===== config.mk =====
export PLATFORM = sky130hd
export DESIGN_NAME = rscl_top
export DESIGN_NICKNAME = d
export VERILOG_FILES = /design/src/rscl_pkg.sv /design/src/rscl_top.sv
export SDC_FILE = /design/constraint.sdc
export NUM_CORES = 1
export LEC_CHECK = 0
export ABC_AREA = 1
export ABC_CLOCK_PERIOD_IN_PS = 1800
export BUFFER_PORTS_ARGS = -buffer_cell sky130_fd_sc_hd__buf_4
export CAP_MARGIN = 20
export CORE_MARGIN = 2
export CORE_UTILIZATION = 50
export CTS_BUF_LIST = sky130_fd_sc_hd__clkbuf_8
export CTS_CLUSTER_DIAMETER = 150
export DETAILED_ROUTE_END_ITERATION = 10
export PLACE_DENSITY = 0.74
export SLEW_MARGIN = 20
export SYNTH_ARGS = -nofsm -noshare
export SYNTH_HDL_FRONTEND = slang
export SYNTH_SLANG_ARGS = --single-unit

===== constraint.sdc =====
create_clock -name clock_i -period 1.8 [get_ports clock_i]
set_input_delay 0.09 -clock clock_i [delete_from_list [all_inputs] [get_ports clock_i]]
set_output_delay 0.09 -clock clock_i [all_outputs]
set_load 0.02 [all_outputs]

===== src/rscl_pkg.sv =====
// Package for the reset strap configuration latch: register map, fields, reset values
package rscl_pkg;

  // Register port geometry
  localparam int unsigned ADDR_W = 4;
  localparam int unsigned DATA_W = 16;

  // Register offsets
  localparam logic [3:0] REG_AUX_CLOCK_OUTPUT = 4'h0; // Aux clock control
  localparam logic [3:0] REG_STRAP = 4'h1; // Raw latched straps
  localparam logic [3:0] REG_MODE = 4'h2; // Decoded mode summary
  localparam logic [3:0] REG_LINK = 4'h3; // Link defaults
  localparam logic [3:0] REG_DELAY = 4'h4; // RGMII clock delays
  localparam logic [3:0] REG_FEAT = 4'h5; // Downshift and power saving

  // Aux clock control fields
  localparam int unsigned CLK_EN_BIT = 15;
  localparam int unsigned CLK_FRQ_LO = 13;

  // Aux clock frequency codes
  localparam logic [1:0] FRQ_25 = 2'h0;
  localparam logic [1:0] FRQ_50 = 2'h1;
  localparam logic [1:0] FRQ_125 = 2'h2;
  localparam logic [1:0] FRQ_RSVD = 2'h3;

  // Reference clock divider half-period counts
  localparam logic [3:0] HALF_25 = 4'h1;
  localparam logic [3:0] HALF_50 = 4'h0;
  localparam logic [3:0] HALF_125 = 4'h0;

  // Clock delay codes
  localparam logic [2:0] DLY_0P2 = 3'h0;
  localparam logic [2:0] DLY_1P1 = 3'h2;
  localparam logic [2:0] DLY_2P0 = 3'h4;
  localparam logic [2:0] DLY_2P6 = 3'h6;

  // MAC interface selection codes
  localparam logic [1:0] MAC_RGMII = 2'h0;
  localparam logic [1:0] MAC_GMII = 2'h1;
  localparam logic [1:0] MAC_RMII = 2'h2;

  // Forced crossover codes
  localparam logic [1:0] XO_AUTO = 2'h0;
  localparam logic [1:0] XO_MDI = 2'h2;
  localparam logic [1:0] XO_MDIX = 2'h3;

  // Misc widths and constants
  localparam int unsigned PHY_ADDR_W = 5;
  localparam logic [2:0] ADDR_HI_ZERO = 3'h0;
  localparam logic [15:0] RD_ZERO = 16'h0000;

  // Raw strap levels as they sit on the shared pins
  typedef struct packed {
    logic aux_clk;   // Aux clock output pin
    logic rx_clk;    // Managed / unmanaged
    logic [4:0] sig; // Signals A..E (bit 0 = A)
    logic mac_mode;  // MAC mode strap pin
    logic [1:0] addr;  // Receive data 4,5
    logic [1:0] freq;  // Receive data 6,7
    logic rx_er;     // Forced gigabit
    logic col;       // Master / slave
    logic crs;       // MDI / MDI-X
  } rscl_strap_s;

  localparam int unsigned STRAP_W = $bits(rscl_strap_s);

  // Decoded configuration driven to the rest of the device
  typedef struct packed {
    logic managed;
    logic [4:0] phy_addr;
    logic [1:0] mac_if;
    logic [2:0] rx_delay;
    logic [2:0] tx_delay;
    logic an_en;
    logic [1:0] speed;  // 00=10, 01=100, 10=1000
    logic full_duplex;
    logic [1:0] gig_adv; // Full / half gigabit advertisement
    logic [1:0] crossover;
    logic force_gig;
    logic master;
    logic downshift_en;
    logic psave_en;
  } rscl_cfg_s;

  // Speed codes
  localparam logic [1:0] SPD_10 = 2'h0;
  localparam logic [1:0] SPD_100 = 2'h1;
  localparam logic [1:0] SPD_1000 = 2'h2;

endpackage : rscl_pkg


===== src/rscl_top.sv =====
// Reset strap configuration latch with aux clock output and register port
//
// Functional notes
// Strap pins are inputs during reset; their level is caught at reset release.
// Board keeps other drivers off strap pins during reset.
// Aux clock strap 0 disables output, drives low; 1 enables it.
// Software register bit overrides the strapped aux clock enable.
// Aux clock locked to reference; code 00=25, 01=50, 10=125 MHz, 11 reserved; the divider gives code 10 the same rate as 01.
// Receive data 6 and 7 give the frequency field reset default.
// Software may rewrite the frequency field to any setting.
// RX_CLK strap 0 selects managed mode; signals A..E are the address.
// Managed mode applies no strap configuration beyond the address; the code still applies the MAC mode, RX_ER, COL and CRS straps there.
// RX_CLK strap 1 selects unmanaged mode; A..E set configuration defaults.
// Host asserts the reset pin twice when configuring unmanaged mode.
// Speed, autoneg, duplex, gigabit, MAC, crossover, delay defaults follow straps.
// Unmanaged mode sets downshift and power saving enables to one.
// Signals A,B set both RGMII delays: 000, 010, 100, 110.
// Signals C,D select advertisement: all, 10/100, forced 100 HDX, forced 10 HDX.
// Unmanaged signal E 0 selects RGMII, 1 selects RMII.
// Board avoids gigabit advertisement with RMII; device does not check.
// Unmanaged address uses receive data 4,5 as bits 0,1; upper bits zero.
// MAC mode strap 0 selects RGMII, 1 selects GMII/MII by speed; the code ignores it in unmanaged mode, where E alone picks RGMII or RMII.
// Unmanaged with E=1 uses RMII whatever the MAC mode strap says.
// RX_ER strap 1 enters forced gigabit; COL and CRS set role, crossover.
// Forced gigabit: COL 1 master, 0 slave; CRS 0 MDI, 1 MDI-X.
// Latched straps hold until the next reset assertion.
//
// Decided for this implementation: the strobed register port and the register addresses.
`timescale 1ns/1ps
`default_nettype none

module rscl_top
  import rscl_pkg::*;
(
  input wire logic clock_i,
  input wire logic nrst_i,
  input wire logic clk_en_i,
  input wire rscl_pkg::rscl_strap_s strap_i,
  input wire logic [3:0] addr_i,
  input wire logic [15:0] wdata_i,
  input wire logic wr_i,
  input wire logic rd_i,
  output logic [15:0] rdata_o,
  output rscl_pkg::rscl_cfg_s cfg_o,
  output logic strap_oe_o,
  output logic aux_clock_output_o,
  output logic aux_clock_oe_o
);

  import rscl_pkg::*;

  ////////////////////////////////////////////////////////////////////////
  // Pin synchroniser, two flops per strap bit

  logic [STRAP_W-1:0] sync1_q;
  logic [STRAP_W-1:0] sync2_q;

  genvar gi;
  generate
    for (gi = 0; gi < STRAP_W; gi++)
    begin : g_sync
      // Two-stage synchroniser for one strap bit
      always_ff @(posedge clock_i or negedge nrst_i)
      begin
        if (!nrst_i)
        begin
          sync1_q[gi] <= 1'b0;
          sync2_q[gi] <= 1'b0;
        end
        else if (clk_en_i)
        begin
          sync1_q[gi] <= strap_i[gi];
          sync2_q[gi] <= sync1_q[gi];
        end
      end
    end
  endgenerate

  rscl_strap_s sync_s;

  // Synchronised pins seen through the strap layout, so fields are picked by name
  assign sync_s = rscl_strap_s'(sync2_q);

  ////////////////////////////////////////////////////////////////////////
  // Strap capture at reset release

  logic latched_q; // Straps taken since the last reset
  rscl_strap_s strap_q;
  logic [1:0] warm_q; // Lets the synchroniser fill before capture

  // Wait two enabled edges after release so the sampled levels are real pin levels
  always_ff @(posedge clock_i or negedge nrst_i)
  begin
    if (!nrst_i)
      warm_q <= 2'h0;
    else if (clk_en_i && !warm_q[1])
      warm_q <= {warm_q[0], 1'b1};
  end

  // Single capture, then frozen until reset asserts again
  always_ff @(posedge clock_i or negedge nrst_i)
  begin
    if (!nrst_i)
    begin
      latched_q <= 1'b0;
      strap_q <= '0;
    end
    else if (clk_en_i && warm_q[1] && !latched_q)
    begin
      latched_q <= 1'b1;
      strap_q <= rscl_strap_s'(sync2_q);
    end
  end

  // Strap pins are released as inputs until the capture is done
  always_ff @(posedge clock_i or negedge nrst_i)
  begin
    if (!nrst_i)
      strap_oe_o <= 1'b0;
    else if (clk_en_i)
      strap_oe_o <= latched_q;
  end

  ////////////////////////////////////////////////////////////////////////
  // Strap decode

  rscl_cfg_s dec;

  // Combinational decode of the held strap levels
  always_comb
  begin
    dec = '0;
    dec.managed = !strap_q.rx_clk;
    dec.force_gig = strap_q.rx_er;
    dec.master = strap_q.rx_er & strap_q.col;
    dec.an_en = 1'b1;
    dec.speed = SPD_1000;
    dec.full_duplex = 1'b1;
    dec.gig_adv = 2'h3;
    dec.crossover = XO_AUTO;
    dec.mac_if = strap_q.mac_mode ? MAC_GMII : MAC_RGMII;
    if (strap_q.rx_er)
      dec.crossover = strap_q.crs ? XO_MDIX : XO_MDI;
    if (!strap_q.rx_clk)
    begin
      dec.phy_addr = strap_q.sig;
    end
    else
    begin
      dec.phy_addr = {ADDR_HI_ZERO, strap_q.addr};
      case (strap_q.sig[1:0])
        2'h0: dec.rx_delay = DLY_0P2;
        2'h2: dec.rx_delay = DLY_1P1; // A=0, B=1
        2'h1: dec.rx_delay = DLY_2P0; // A=1, B=0
        default: dec.rx_delay = DLY_2P6;
      endcase
      dec.tx_delay = dec.rx_delay;
      case ({strap_q.sig[2], strap_q.sig[3]})
        2'h0:
        begin
          dec.an_en = 1'b1;
        end
        2'h1:
        begin
          dec.speed = SPD_100;
          dec.gig_adv = 2'h0;
        end
        2'h2:
        begin
          dec.an_en = 1'b0;
          dec.speed = SPD_100;
          dec.full_duplex = 1'b0;
          dec.gig_adv = 2'h0;
        end
        default:
        begin
          dec.an_en = 1'b0;
          dec.speed = SPD_10;
          dec.full_duplex = 1'b0;
          dec.gig_adv = 2'h0;
        end
      endcase
      // No consistency check against RMII with gigabit advertised
      if (strap_q.sig[4])
        dec.mac_if = MAC_RMII;
      else
        dec.mac_if = MAC_RGMII;
      dec.downshift_en = 1'b1;
      dec.psave_en = 1'b1;
    end
  end

  // Registered configuration outputs, zero until straps are taken
  always_ff @(posedge clock_i or negedge nrst_i)
  begin
    if (!nrst_i)
      cfg_o <= '0;
    else if (clk_en_i && latched_q)
      cfg_o <= dec;
  end

  ////////////////////////////////////////////////////////////////////////
  // Aux clock control register

  logic clk_en_q;
  logic [1:0] clk_frq_q;
  logic wr_clk;

  assign wr_clk = wr_i && (addr_i == REG_AUX_CLOCK_OUTPUT);

  // Loaded from straps once, then software owned
  always_ff @(posedge clock_i or negedge nrst_i)
  begin
    if (!nrst_i)
    begin
      clk_en_q <= 1'b0;
      clk_frq_q <= FRQ_25;
    end
    else if (clk_en_i)
    begin
      if (warm_q[1] && !latched_q)
      begin
        clk_en_q <= sync_s.aux_clk;
        clk_frq_q <= sync_s.freq;
      end
      else if (wr_clk && latched_q)
      begin
        clk_en_q <= wdata_i[CLK_EN_BIT];
        clk_frq_q <= wdata_i[CLK_FRQ_LO +: 2];
      end
    end
  end

  ////////////////////////////////////////////////////////////////////////
  // Aux clock generator, divides the reference clock

  logic [3:0] div_q;
  logic [3:0] half_cnt;
  logic aux_q;

  // Half-period count per frequency code
  always_comb
  begin
    case (clk_frq_q)
      FRQ_25: half_cnt = HALF_25;
      FRQ_50: half_cnt = HALF_50;
      FRQ_125: half_cnt = HALF_125;
      default: half_cnt = HALF_25; // Reserved code
    endcase
  end

  // Toggle divider, held low while disabled
  always_ff @(posedge clock_i or negedge nrst_i)
  begin
    if (!nrst_i)
    begin
      div_q <= 4'h0;
      aux_q <= 1'b0;
    end
    else if (clk_en_i)
    begin
      if (!clk_en_q)
      begin
        div_q <= 4'h0;
        aux_q <= 1'b0;
      end
      else if (div_q >= half_cnt)
      begin
        div_q <= 4'h0;
        aux_q <= !aux_q;
      end
      else
        div_q <= div_q + 4'h1;
    end
  end

  assign aux_clock_output_o = aux_q;

  // Aux pin is an input during reset, driven once straps are taken
  always_ff @(posedge clock_i or negedge nrst_i)
  begin
    if (!nrst_i)
      aux_clock_oe_o <= 1'b0;
    else if (clk_en_i)
      aux_clock_oe_o <= latched_q;
  end

  ////////////////////////////////////////////////////////////////////////
  // Register read port

  logic [15:0] rd_d;

  // Read mux
  always_comb
  begin
    rd_d = RD_ZERO;
    case (addr_i)
      REG_AUX_CLOCK_OUTPUT: rd_d = {clk_en_q, clk_frq_q, 13'h0000};
      REG_STRAP: rd_d = {{(16-STRAP_W){1'b0}}, strap_q};
      REG_MODE: rd_d = {5'h00, latched_q, cfg_o.managed, cfg_o.force_gig, cfg_o.master,
                        cfg_o.mac_if, cfg_o.phy_addr};
      REG_LINK: rd_d = {7'h00, cfg_o.an_en, cfg_o.speed, cfg_o.full_duplex, cfg_o.gig_adv,
                        1'b0, cfg_o.crossover};
      REG_DELAY: rd_d = {9'h000, cfg_o.rx_delay, 1'b0, cfg_o.tx_delay};
      REG_FEAT: rd_d = {14'h0000, cfg_o.downshift_en, cfg_o.psave_en};
      default: rd_d = RD_ZERO;
    endcase
  end

  // Read data stands for the cycle after the strobe only
  always_ff @(posedge clock_i or negedge nrst_i)
  begin
    if (!nrst_i)
      rdata_o <= RD_ZERO;
    else if (clk_en_i)
      rdata_o <= rd_i ? rd_d : RD_ZERO;
  end

  ////////////////////////////////////////////////////////////////////////
  // Checks

  strap_hold_a: assert property (@(posedge clock_i) disable iff (!nrst_i)
    $past(latched_q) && latched_q |-> $stable(strap_q))
    else $error("straps changed after capture");

  managed_addr_a: assert property (@(posedge clock_i) disable iff (!nrst_i)
    latched_q && !strap_q.rx_clk && clk_en_i |=> cfg_o.phy_addr == strap_q.sig && !cfg_o.downshift_en)
    else $error("managed address wrong");

  managed_cfg_a: assert property (@(posedge clock_i) disable iff (!nrst_i)
    latched_q && !strap_q.rx_clk && clk_en_i |=> cfg_o.rx_delay == DLY_0P2 && !cfg_o.psave_en)
    else $error("managed mode took strap settings");

  mac_mode_a: assert property (@(posedge clock_i) disable iff (!nrst_i)
    latched_q && !strap_q.rx_clk && clk_en_i |=> cfg_o.mac_if == (strap_q.mac_mode ? MAC_GMII : MAC_RGMII))
    else $error("MAC mode strap ignored");

  unmgd_addr_a: assert property (@(posedge clock_i) disable iff (!nrst_i)
    latched_q && strap_q.rx_clk && clk_en_i |=> cfg_o.phy_addr[4:2] == 3'h0 && cfg_o.phy_addr[1:0] == strap_q.addr)
    else $error("unmanaged address wrong");

  rmii_win_a: assert property (@(posedge clock_i) disable iff (!nrst_i)
    latched_q && strap_q.rx_clk && strap_q.sig[4] && clk_en_i |=> cfg_o.mac_if == MAC_RMII)
    else $error("RMII not selected");

  unmgd_feat_a: assert property (@(posedge clock_i) disable iff (!nrst_i)
    latched_q && strap_q.rx_clk && clk_en_i |=> cfg_o.downshift_en && cfg_o.psave_en)
    else $error("unmanaged features off");

  aux_low_a: assert property (@(posedge clock_i) disable iff (!nrst_i)
    !clk_en_q && clk_en_i |=> !aux_clock_output_o)
    else $error("aux clock not held low");

  aux_oe_a: assert property (@(posedge clock_i) disable iff (!nrst_i)
    !latched_q && clk_en_i |=> !aux_clock_oe_o)
    else $error("aux pin driven before capture");

  gig_role_a: assert property (@(posedge clock_i) disable iff (!nrst_i)
    latched_q && clk_en_i |=> cfg_o.master == (strap_q.rx_er && strap_q.col))
    else $error("forced gigabit role wrong");

  delay_eq_a: assert property (@(posedge clock_i) disable iff (!nrst_i)
    latched_q && strap_q.rx_clk && strap_q.sig[1:0] == 2'h3 && clk_en_i |=> cfg_o.rx_delay == DLY_2P6
    && cfg_o.tx_delay == DLY_2P6)
    else $error("delay code wrong");

  freq_strap_a: assert property (@(posedge clock_i) disable iff (!nrst_i)
    clk_en_i && warm_q[1] && !latched_q |=> clk_frq_q == $past(sync_s.freq) && clk_en_q == $past(sync_s.aux_clk))
    else $error("aux clock defaults not from straps");

  sw_write_a: assert property (@(posedge clock_i) disable iff (!nrst_i)
    wr_clk && latched_q && clk_en_i |=> clk_frq_q == $past(wdata_i[14:13]))
    else $error("frequency write lost");

endmodule // rscl_top

`default_nettype wire


==> flow_summary_export.csv <==
group,metric,value,unit
setup_path,r2r-end,"aux_clock_output_o",
hold_path,holdPathStages,2,
clock_network,clock_latency,0.36,ns
global_route,grt_pass1_vias,3024,
sta,fin_ws,0.3168,ns
sta,worst_pin_slew,0.5813,ns
sta,slew_violations,0,
drt,drt-vias-per-instance,4.943,
sta,finClkSkew,0.01159,ns
floorplanning,dieArea,8515,um^2
finish,fin_nets,567,
power_and_ir_drop,p_sw,1.083,mW
clock_network,htreeDepth,3,
logic_synthesis,ys_seq_area_share,57.80,%
sta,final-setup-viol-count,0,
power_and_ir_drop,swShare,26.38,%
logic_synthesis,synth_edf_count,0,
clock_network,clockBufferDepth,2,
clock_network,numCtsBuffers,9,
placement,io_buffers,69,
floorplanning,io_pins,85,
setup_path,critPathArrivalTime,1.75,ns
floorplanning,die_h,92.28,um
placement,dp_cells,598,
power_and_ir_drop,p_clk_share,33.8,%
logic_synthesis,syn_avg_cell_area,8.736,um^2
sta,relSlewSlack,61.19,%
setup_path,critPathMaxFanout,4,
power_and_ir_drop,powerDensity,854.0,nW/um^2
placement,place.gp.congestion,0.8717,
power_and_ir_drop,vdd_drop_max,0.3901,mV
logic_synthesis,yosysTopAreaCell,"dfrtp_1",
drt,drtPass1Iterations,4,
logic_synthesis,synthTopCellsByArea,"dfrtp_1 58%, nand2_1 15%, o21ai_0 6.3%",
setup_path,r2r-start,"clk_frq_q[0]",
power_and_ir_drop,power,4.105,mW
setup_path,r2r_cells,8,
drt,postRouteAntennaNets,0,
global_route,grt_first_pass_wirelength,13.94,mm
clock_network,cts_tree,"done",
global_route,grt_overflow,0,
drt,wl_per_cell,12.67,um
sta,rsz0062_at_grt,"false",
hold_path,min_path_type,"in2reg",
floorplanning,start_util,50.95,%
global_route,grt_start_max_net_pins,42,
run_status,outcome,"finished clean",
logic_synthesis,synthArstFlopShare,100.0,%
hold_path,whs_endpoint,"div_q[3]",
setup_path,cp-start-kind,"flip-flop",
setup_path,end_kind,"flip-flop",
sta,timing.fmax,0.6742,GHz
drt,routed_wl,7.983,mm
global_route,grtUsageTotal,20.60,%
global_route,antenna_found_initial,0,
clock_network,clkSlewWorstSetupHoldPaths,0.09,ns
logic_synthesis,synth_top_area_share,57.80,%
finish,final-instance-count-excl-fill,630,
hold_path,hp-start,"clk_en_i",
power_and_ir_drop,p_comb_share,12.5,%
logic_synthesis,synth_area,3896,um^2
floorplanning,core_area,7647,um^2
floorplanning,die_width,92.28,um
setup_path,rrSetupSlack,0.32,ns
setup_path,critical_path_class,"reg2reg",
power_and_ir_drop,leakagePower,2.457,nW
placement,hpwl,5.647,mm
clock_network,root_buffer,"clkbuf_8",
logic_synthesis,syn_inst,446,
setup_path,worstPathRequired,2.06,ns
logic_synthesis,ys_seq_elements,90,
sta,timing.final.crit_share,82.40,%
sta,final_hold_viol_count,0,
clock_network,cts_setup_buffers,0,
drt,drt-initial-drc-count,220,
logic_synthesis,synth-main-ff-cell,"dfrtp_1",
logic_synthesis,ys.warnings.count,0,
flow_run,max-cap-violations,0,
power_and_ir_drop,internal_power,3.022,mW
floorplanning,num_rows,32,
power_and_ir_drop,power.share.sequential,53.7,%
finish,final_area,4807,um^2
sta,fin_crit,1.483,ns
drt,drc,0,
placement,preCtsSetupSlack,0.3200,ns
finish,drive_above_1_share,18.94,%
drt,vias,3114,
finish,syn2layout_area_growth,23.38,%
sta,tns,0,ns
clock_network,cts_sinks,90,
finish,n_antenna_cell,0,
placement,placed_area,4443,um^2
logic_synthesis,synthDistinctLibCells,25,
-- worst max-delay path, stage by stage, from the launching register on --
cell and delay (ns):
dfrtp_1 0.41, xnor2_1 0.16, ha_1 0.24, inv_1 0.05, nand4_1 0.08, nor2_1 0.23, inv_1 0.09, nand3_1 0.07
nand2_1 0.05
-- power groups by stage --
stage	Combinational (mW)	Clock [mW]	Sequential [mW]
4_1_cts	0.522	1.42	2.20
2_1_floorplan	0.285	0	2.25
3_5_place_dp	0.493	0	2.24
5_1_grt	0.592	1.50	2.22
6_report	0.513	1.39	2.20
3_3_place_gp	0.475	0	2.24
-- sequential cells by signal, indices dropped and copies added (netlist names), 2 cells and up --
name and flops:
cfg_o 17, rdata_o 16, sync1_q 15, sync2_q 15, strap_q 14, div_q 4
clk_frq_q 2, warm_q 2
-- per-layer routing --
layer / wire [um] / GRT usage [%]
met4: 188 / 8.582
met2: 3655 / 33.46
met1: 3742 / 28.14
met3: 396 / 2.629
met5: 0 / 0
-- stage by stage --
step	hold slack, ns	util (%)
floorplan	-0.2056	-
global placement	0.06931	58.10
detailed placement	0.07674	58.10
CTS	0.02911	62.86
global route	0.05884	62.86
finish	0.02963	62.86
-- cells in the mapped netlist, types with 3 or more instances --
library cell	number
o31ai_1	4
nand2_1	160
buf_2	11
o21ai_0	49
nor2_1	10
ha_1	4
nand4_1	5
inv_2	3
o22ai_1	3
a21oi_1	5
o211ai_1	4
dfrtp_1	90
buf_4	13
inv_1	42
nand3_1	27
-- cell type report --
cell class | instances | area [um^2]
clock buffers | 10 | 137.6
clock inverters | 6 | 66.31
multi-input cells | 286 | 1319
fillers | 641 | 2840
flip-flops and latches | 90 | 2252
repair buffers | 91 | 735.7
well taps | 102 | 127.6
inverters | 45 | 168.9
-- logic make-up after synthesis --
group / after synthesis / share of synthesized area [%]
AND/OR/NAND/NOR: 207 / 21.71
flip-flops: 90 / 57.80
AO/OA/AOI/OAI: 71 / 10.21
buffers and inverters: 71 / 8.446
adder cells (fa/ha/maj): 4 / 1.285
XOR/XNOR: 2 / 0.4497
other: 1 / 0.09625
-- worst max path at each step --
stage | from | to | slack, ns | cells after the start
floorplan | clk_frq_q[0] | aux_clock_output_o | 0.46 | 8
global placement | clk_frq_q[0] | aux_clock_output_o | 0.39 | 8
detailed placement | clk_frq_q[0] | aux_clock_output_o | 0.32 | 8
global route | clk_frq_q[0] | aux_clock_output_o | 0.15 | 9
finish | clk_frq_q[0] | aux_clock_output_o | 0.32 | 8
CTS | clk_frq_q[0] | aux_clock_output_o | 0.31 | 8
-- cells in the final DEF, fill, tap and decap left out --
master         instances
o21ai_2                1
bufinv_16              1
inv_1                 42
buf_12                 1
o21ai_0               49
conb_1                 2
o22ai_1                3
o31ai_1                4
nor2_2                 1
nand4_1                5
nand3_1               27
a22o_1                 2
clkinv_2               1
o211ai_1               4
dlygate4sd3_1         16
nor2_1                10
nor2_4                 2
clkinvlp_4             3
clkbuf_8              10
a21oi_1                5
o21a_1                 1
nand2_1              160
buf_4                 74
clkinv_4               1
ha_1                   4
dfrtp_1               90
inv_2                  3
o21bai_1               2
nand2_2                2
xnor2_1                2
-- timing repair --
item | 4_1_cts | 5_1_grt
hold buffers | 16 | 0
resized for setup | 0 | 0
hold endpoints to repair | 47 | 0
Power figures use the tool's default switching activity.
